File: config.mk
export PLATFORM = sky130hd
export DESIGN_NAME = eprf_top
export DESIGN_NICKNAME = d
export VERILOG_FILES = /design/src/eprf_pkg.sv /design/src/eprf_dual_layer.sv /design/src/eprf_apb_port.sv /design/src/eprf_top.sv
export VERILOG_INCLUDE_DIRS = /design/src /design/src/src
export SDC_FILE = /design/constraint.sdc
export NUM_CORES = 1
export LEC_CHECK = 0
export BUFFER_PORTS_ARGS = -buffer_cell sky130_fd_sc_hd__buf_2
export CAP_MARGIN = 0
export CORE_MARGIN = 2
export CORE_UTILIZATION = 49
export DETAILED_ROUTE_END_ITERATION = 8
export PLACE_DENSITY = 0.84
export SYNTH_ARGS = -nofsm -noshare
export SYNTH_HDL_FRONTEND = slang
export SYNTH_HIERARCHICAL = 1
export SYNTH_SLANG_ARGS = --single-unit
File: constraint.sdc
create_clock -name clk_i -period 2.8 [get_ports clk_i]
set_clock_uncertainty 0.15 [all_clocks]
set_input_delay 0.42 -clock clk_i [delete_from_list [all_inputs] [get_ports clk_i]]
set_output_delay 0.42 -clock clk_i [all_outputs]
set_load 0.01 [all_outputs]
File: src/eprf_consts.svh
`ifndef EPRF_CONSTS_SVH
`define EPRF_CONSTS_SVH

// ****************************************
// register byte addresses
// ****************************************
`define EPRF_FLAGS_RD_ADDR  12'h0C8
`define EPRF_FLAGS_WR_ADDR  12'h048
`define EPRF_ENABLE_ADDR    12'h0CC
`define EPRF_CAUSE_ADDR     12'h0D0
`define EPRF_SETUP_ADDR     12'h0D4

// ****************************************
// flag bit positions
// ****************************************
`define EPRF_EP0_RX_BIT     0
`define EPRF_EP1_RX_BIT     1
`define EPRF_EP2_RX_BIT     2
`define EPRF_ZERO_BIT       3
`define EPRF_EP0_TX_BIT     4
`define EPRF_EP1_TX_BIT     5
`define EPRF_EP2_TX_BIT     6
`define EPRF_SETUP_RDY_BIT  0

// ****************************************
// reset values
// ****************************************
`define EPRF_FLAGS_RESET    8'h00
`define EPRF_ENABLE_RESET   8'h00

`endif

File: src/eprf_pkg.sv
package eprf_pkg;

  typedef logic [7:0] eprf_byte_type;

  typedef enum logic {
    EPRF_APB_IDLE,
    EPRF_APB_ANSWER
  } eprf_apb_state_type;

endpackage : eprf_pkg

File: src/eprf_dual_layer.sv
`timescale 1ns/1ps

// two-layer ready flags filled and drained in turn
module eprf_dual_layer (
  input  wire logic clk_i,
  input  wire logic reset_n_i,
  input  wire logic clear_i,
  input  wire logic fill_i,
  input  wire logic drain_i,
  output logic      any_o,
  output logic      both_o,
  output logic      none_o
);

  logic layer_a_q;
  logic layer_b_q;
  logic fill_sel_q;
  logic drain_sel_q;

  wire  fill_ok   = fill_i & ~(layer_a_q & layer_b_q);
  wire  drain_ok  = drain_i & (layer_a_q | layer_b_q);
  wire  fill_a    = fill_ok & ~fill_sel_q;
  wire  fill_b    = fill_ok & fill_sel_q;
  wire  drain_a   = drain_ok & ~drain_sel_q;
  wire  drain_b   = drain_ok & drain_sel_q;
  wire  layer_a_d = ~clear_i & ((layer_a_q & ~drain_a) | fill_a);
  wire  layer_b_d = ~clear_i & ((layer_b_q & ~drain_b) | fill_b);

  always_ff @(posedge clk_i)
  begin
    if (!reset_n_i || clear_i)
    begin
      layer_a_q   <= 1'b0;
      layer_b_q   <= 1'b0;
      fill_sel_q  <= 1'b0;
      drain_sel_q <= 1'b0;
      any_o       <= 1'b0;
      both_o      <= 1'b0;
      none_o      <= 1'b1;
    end
    else
    begin
      layer_a_q   <= layer_a_d;
      layer_b_q   <= layer_b_d;
      fill_sel_q  <= fill_sel_q ^ fill_ok;
      drain_sel_q <= drain_sel_q ^ drain_ok;
      any_o       <= layer_a_d | layer_b_d;
      both_o      <= layer_a_d & layer_b_d;
      none_o      <= ~(layer_a_d | layer_b_d);
    end
  end

endmodule : eprf_dual_layer

File: src/eprf_apb_port.sv
`timescale 1ns/1ps

// apb slave with one wait state and registered answer
module eprf_apb_port (
  input  wire logic        clk_i,
  input  wire logic        reset_n_i,
  input  wire logic        psel_i,
  input  wire logic        penable_i,
  input  wire logic        pwrite_i,
  input  wire logic        mapped_i,
  input  wire logic [31:0] rd_data_i,
  output logic             wr_en_o,
  output logic             pready_o,
  output logic [31:0]      prdata_o,
  output logic             pslverr_o
);

  eprf_pkg::eprf_apb_state_type state_q;

  wire access = psel_i & penable_i;
  wire start  = access & (state_q == eprf_pkg::EPRF_APB_IDLE);

  assign wr_en_o = access & pready_o & pwrite_i;

  always_ff @(posedge clk_i)
  begin
    if (!reset_n_i)
    begin
      state_q   <= eprf_pkg::EPRF_APB_IDLE;
      pready_o  <= 1'b0;
      prdata_o  <= 32'h0000_0000;
      pslverr_o <= 1'b0;
    end
    else
    begin
      case (state_q)
        eprf_pkg::EPRF_APB_IDLE:
        begin
          state_q   <= start ? eprf_pkg::EPRF_APB_ANSWER : eprf_pkg::EPRF_APB_IDLE;
          pready_o  <= start;
          prdata_o  <= (start && !pwrite_i) ? rd_data_i : 32'h0000_0000;
          pslverr_o <= start & ~mapped_i;
        end
        default:
        begin
          state_q   <= eprf_pkg::EPRF_APB_IDLE;
          pready_o  <= 1'b0;
          pslverr_o <= 1'b0;
        end
      endcase
    end
  end

endmodule : eprf_apb_port

File: src/eprf_top.sv
`timescale 1ns/1ps
`include "eprf_consts.svh"

// How it works
// - flags read at C8h, written at 48h
// - cause bit is flag AND enable
// - receive flag set on packet, host clears
// - transmit flag cleared by device, host sets
// - bit three reads zero, writes ignored
// - writing one clears a receive flag
// - writing one sets a transmit flag
// - endpoint zero flag set on stored packet
// - endpoint zero flag set on setup packet
// - endpoint zero locked and NAKs while set
// - cleared by write, or by setup-ready clear during a control write
// - endpoint one has two switching layers
// - endpoint one receive flag set by either layer, transmit flag only by both
// - endpoint one locked only when both full
// - endpoint one flag drops when both released
// - endpoint one accepts once a layer frees
// - endpoint two flag set, locks endpoint
// - writing one releases endpoint two
// - host ack clears transmit flag; IN NAKed, ep1 only once no layer is left
module eprf_top #(
  parameter int ADDR_W = 12
) (
  input  wire logic              clk_i,
  input  wire logic              reset_n_i,
  input  wire logic              psel_i,
  input  wire logic              penable_i,
  input  wire logic              pwrite_i,
  input  wire logic [ADDR_W-1:0] paddr_i,
  input  wire logic [31:0]       pwdata_i,
  output logic                   pready_o,
  output logic [31:0]            prdata_o,
  output logic                   pslverr_o,
  input  wire logic              usb_reset_i,
  input  wire logic              ep0_rx_done_i,
  input  wire logic              setup_rx_i,
  input  wire logic              control_write_i,
  input  wire logic              ep1_rx_done_i,
  input  wire logic              ep2_rx_done_i,
  input  wire logic              ep0_tx_ack_i,
  input  wire logic              ep1_tx_ack_i,
  input  wire logic              ep2_tx_ack_i,
  output logic                   ep0_rx_nak_o,
  output logic                   ep1_rx_nak_o,
  output logic                   ep2_rx_nak_o,
  output logic                   ep0_in_nak_o,
  output logic                   ep1_in_nak_o,
  output logic                   ep2_in_nak_o,
  output logic [7:0]             interrupt_cause_o
);

  // ****************************************
  // parameter check
  // ****************************************
  if (ADDR_W < 8 || ADDR_W > 12)
  begin : g_addr_check
    $error("eprf_top: ADDR_W must lie between 8 and 12");
  end

  // ****************************************
  // address decode
  // ****************************************
  logic                   wr_en;
  logic                   setup_ready_q;
  logic [3:0]             single_q;
  logic                   ep1_rx_any;
  logic                   ep1_rx_both;
  logic                   ep1_tx_any;
  logic                   ep1_tx_both;
  logic                   ep1_tx_none;
  eprf_pkg::eprf_byte_type mask_q;

  wire [11:0] addr     = 12'(paddr_i);
  wire [7:0]  wdata    = pwdata_i[7:0];
  wire        hit_rd   = (addr == `EPRF_FLAGS_RD_ADDR);
  wire        hit_wr   = (addr == `EPRF_FLAGS_WR_ADDR);
  wire        hit_en   = (addr == `EPRF_ENABLE_ADDR);
  wire        hit_ca   = (addr == `EPRF_CAUSE_ADDR);
  wire        hit_su   = (addr == `EPRF_SETUP_ADDR);
  wire        mapped   = hit_rd | hit_wr | hit_en | hit_ca | hit_su;
  wire        flag_wr  = wr_en & hit_wr;
  wire        mask_wr  = wr_en & hit_en;
  wire        setup_wr = wr_en & hit_su & wdata[`EPRF_SETUP_RDY_BIT];

  // ****************************************
  // flag byte and read data
  // ****************************************
  wire [7:0] flags_now = {1'b0, single_q[3], ep1_tx_both, single_q[2],
                          1'b0, single_q[1], ep1_rx_any, single_q[0]};
  wire [7:0] cause_now = flags_now & mask_q;

  logic [7:0] rd_byte;
  always_comb
  begin
    if (hit_rd)
      rd_byte = flags_now;
    else if (hit_en)
      rd_byte = mask_q;
    else if (hit_ca)
      rd_byte = cause_now;
    else if (hit_su)
      rd_byte = {7'h00, setup_ready_q};
    else
      rd_byte = 8'h00;
  end

  eprf_apb_port u_apb (
    .clk_i     (clk_i),
    .reset_n_i (reset_n_i),
    .psel_i    (psel_i),
    .penable_i (penable_i),
    .pwrite_i  (pwrite_i),
    .mapped_i  (mapped),
    .rd_data_i ({24'h00_0000, rd_byte}),
    .wr_en_o   (wr_en),
    .pready_o  (pready_o),
    .prdata_o  (prdata_o),
    .pslverr_o (pslverr_o)
  );

  // ****************************************
  // single-layer flags: ep0 rx, ep2 rx, ep0 tx, ep2 tx
  // ****************************************
  wire ep0_clr = flag_wr & wdata[`EPRF_EP0_RX_BIT];
  wire su_clr  = setup_wr & setup_ready_q & control_write_i;
  wire [3:0] set_v = {flag_wr & wdata[`EPRF_EP2_TX_BIT],
                      flag_wr & wdata[`EPRF_EP0_TX_BIT],
                      ep2_rx_done_i,
                      ep0_rx_done_i | setup_rx_i};
  wire [3:0] clr_v = {ep2_tx_ack_i,
                      ep0_tx_ack_i | setup_rx_i,
                      flag_wr & wdata[`EPRF_EP2_RX_BIT],
                      ep0_clr | su_clr};
  wire [3:0] single_d;

  genvar gi;
  for (gi = 0; gi < 4; gi++)
  begin : g_single
    // set wins over clear; bus reset wins over both
    assign single_d[gi] = ~usb_reset_i & ((single_q[gi] & ~clr_v[gi]) | set_v[gi]);
    always_ff @(posedge clk_i)
    begin
      if (!reset_n_i)
        single_q[gi] <= 1'b0;
      else
        single_q[gi] <= single_d[gi];
    end
  end

  // ****************************************
  // endpoint one layers
  // ****************************************
  eprf_dual_layer u_ep1_rx (
    .clk_i     (clk_i),
    .reset_n_i (reset_n_i),
    .clear_i   (usb_reset_i),
    .fill_i    (ep1_rx_done_i),
    .drain_i   (flag_wr & wdata[`EPRF_EP1_RX_BIT]),
    .any_o     (ep1_rx_any),
    .both_o    (ep1_rx_both),
    .none_o    ()
  );

  eprf_dual_layer u_ep1_tx (
    .clk_i     (clk_i),
    .reset_n_i (reset_n_i),
    .clear_i   (usb_reset_i),
    .fill_i    (flag_wr & wdata[`EPRF_EP1_TX_BIT]),
    .drain_i   (ep1_tx_ack_i),
    .any_o     (ep1_tx_any),
    .both_o    (ep1_tx_both),
    .none_o    (ep1_tx_none)
  );

  // ****************************************
  // enable mask, setup ready, cause and lock outputs
  // ****************************************
  always_ff @(posedge clk_i)
  begin
    if (!reset_n_i)
    begin
      mask_q            <= `EPRF_ENABLE_RESET;
      setup_ready_q     <= 1'b0;
      interrupt_cause_o <= `EPRF_FLAGS_RESET;
      ep0_rx_nak_o      <= 1'b0;
      ep2_rx_nak_o      <= 1'b0;
      ep0_in_nak_o      <= 1'b1;
      ep2_in_nak_o      <= 1'b1;
    end
    else
    begin
      mask_q            <= mask_wr ? wdata : mask_q;
      setup_ready_q     <= ~usb_reset_i & (setup_rx_i | (setup_ready_q & ~setup_wr));
      interrupt_cause_o <= cause_now;
      ep0_rx_nak_o      <= single_d[0];
      ep2_rx_nak_o      <= single_d[1];
      ep0_in_nak_o      <= ~single_d[2];
      ep2_in_nak_o      <= ~single_d[3];
    end
  end

  assign ep1_rx_nak_o = ep1_rx_both;
  assign ep1_in_nak_o = ep1_tx_none;
endmodule : eprf_top

==> metrics <==
status finished clean; Final Hold Vio Count 0; CTS tree done; overflow left after global routing 0; RSZ-0062 raised after global routing false; First-pass DRT Iterations 4; CTS clk-pin slew, worst paths 0.08 ns; CP required 2.90 ns; die height 77.89 µm; Vias 2317; Antenna diodes 0; FMAX 0.4331 GHz; highest metal used met4; largest net degree at the start of global routing 33; worst hold path type in -> reg; final worst path period need 2.309 ns; Routed Antenna Nets 0; initial antenna violation count 0; Worst Max-Slew Pin Slew 0.9651 ns; CP startpoint kind flop; GP Congestion 0.9007; crit share post-route 0.8246; CP Max Fanout 5; cells after synthesis 256; Internal Power 1.448 mW; Pwr Total 1.898 mW; setup violators final 0; maxcap violations 0; Setup crit end kind flop; CTS hold repair buffers 0; relative slew slack 0.3559; average detailed-routed wire length per instance 13.60 µm; setup_tns 0 ns; critical path arrival 2.41 ns; worst slack at placement 0.3403 ns; hold slack 0.1529 ns; NetSw 0.4503 mW; Initial Utilization 0.5172; synth warn 6; Leak Pwr 1.557 nW; Ports 106; Worst-Skew Late Latency 0.33 ns; M1 WL 2510 µm; sequential share of power 0.512; clk sinks 67; Layout area overhead 26.57%; share of cells above drive strength 1 0.2995; port buffer count 79; setup slack after layout 0.4911 ns; IR drop worst, VDD 0.0003420 V; first-pass GRT wire length 9439 µm; htree depth 3; hpwl dp 4160 µm; WS Path Type reg -> reg; max-slew violation count 0; Root Driver clkbuf_8; Sw Ratio 0.2373; Avg Cell Area, Syn 10.45 µm²; total global-route track usage 0.1977; clock buffer depth 2; post-CTS sizing 0; Iteration-0 DRC Markers 159; pwr/cell area 560.6 mW/mm²; Core Region 0.005172 mm²; DRC 0; Die Wd 77.89 µm; logic gate share of total power 0.063; fin util 0.6546; vias in the first global route 2064; Die Area 0.006066 mm²; Clk pwr share 0.424; num rows 26; total CTS buffers 9; vias per std cell 5.339; metal2 WL 2890 µm; Syn Std Cell Area 0.002675 mm²; final WL 5903 µm; DR WL met3 468 µm; nets 425; setup bufs post-CTS 0
==> area by class of cell <==
cell class                      instances  area [µm²]
Tap cell                               70       87.58
Multi-Input combinational cell        186        1281
Sequential cell                        67        1341
Clock buffer                           10       137.6
Inverter                               11       41.29
Fill cell                             418        1787
Timing Repair Buffer                   84       432.9
Clock inverter                          6       63.81
==> power groups by stage <==
stage / clock, mW / sequential (mW) / combinational, mW
floorplan: 0 / 0.998 / 0.0650
global placement: 0 / 0.994 / 0.116
detailed placement: 0 / 0.995 / 0.119
CTS: 0.818 / 0.972 / 0.119
global route: 0.861 / 0.974 / 0.133
finish: 0.805 / 0.972 / 0.120
==> cell usage in the layout, fill, tap and decap left out, types with 2 or more instances in the layout <==
cell        instances
a21boi_1            2
a21o_1              6
a21oi_1             6
a221oi_2            2
a22oi_1             6
a31oi_1             2
a32o_1             32
a41o_1              2
and2_1              3
and3_1              8
and4b_1             2
buf_2              79
buf_4               5
clkbuf_8           10
clkinv_2            2
clkinvlp_4          2
conb_1             26
dfxtp_1            67
ha_1                8
inv_1              11
nand2_1            12
nand2b_1            5
nand2b_2            2
nand2b_4            2
nand3_1            10
nand4_1             2
nor2_1             18
nor2b_1             4
nor4_1              2
o21a_1              2
o21ai_0            10
or4b_1              2
==> critical path, cell delays in order, from the launching register on <==
cell and delay (ns):
dfxtp_1 0.36, and4_1 0.30, nor2b_1 0.22, and4_2 0.32, and2_1 0.14, a21boi_1 0.24, ha_1 0.18, inv_1 0.07
a221oi_2 0.24
==> per-layer routing <==
layer | up-vias | global-route usage
met1 | 1105 | 0.2381
met2 | 74 | 0.3293
met3 | 4 | 0.04767
met5 | - | 0
met4 | 0 | 0.09643
li1 | 1134 | -
==> stage by stage <==
step	instance area (µm²)	std cells
after floorplan	2769	281
final	3386	434
after CTS	3386	434
after global placement	3184	418
after detailed placement	3184	418
after global routing	3386	434
==> sequential cells by signal, indices dropped and copies added (netlist names), 2 cells and up <==
| register | count |
|---|---|
| flags_now | 2 |
| interrupt_cause_o | 6 |
| mask_q | 8 |
| u_apb/prdata_o | 32 |
==> final timing paths <==
check	cells past startpoint	from	slack, ns	to
max reg2reg	8	u_apb/pready_o$_SDFF_PP0_	0.49	u_ep1_tx/both_o$_SDFF_PP0_
max	8	u_apb/pready_o$_SDFF_PP0_	0.49	u_ep1_tx/both_o$_SDFF_PP0_
min	2	pwdata_i[2]	0.15	ep2_rx_nak_o$_SDFF_PN0_
min reg2reg	1	u_apb/prdata_o[22]$_SDFFE_PN0N_	0.31	u_apb/prdata_o[22]$_SDFFE_PN0N_
Power figures use the tool's default switching activity.
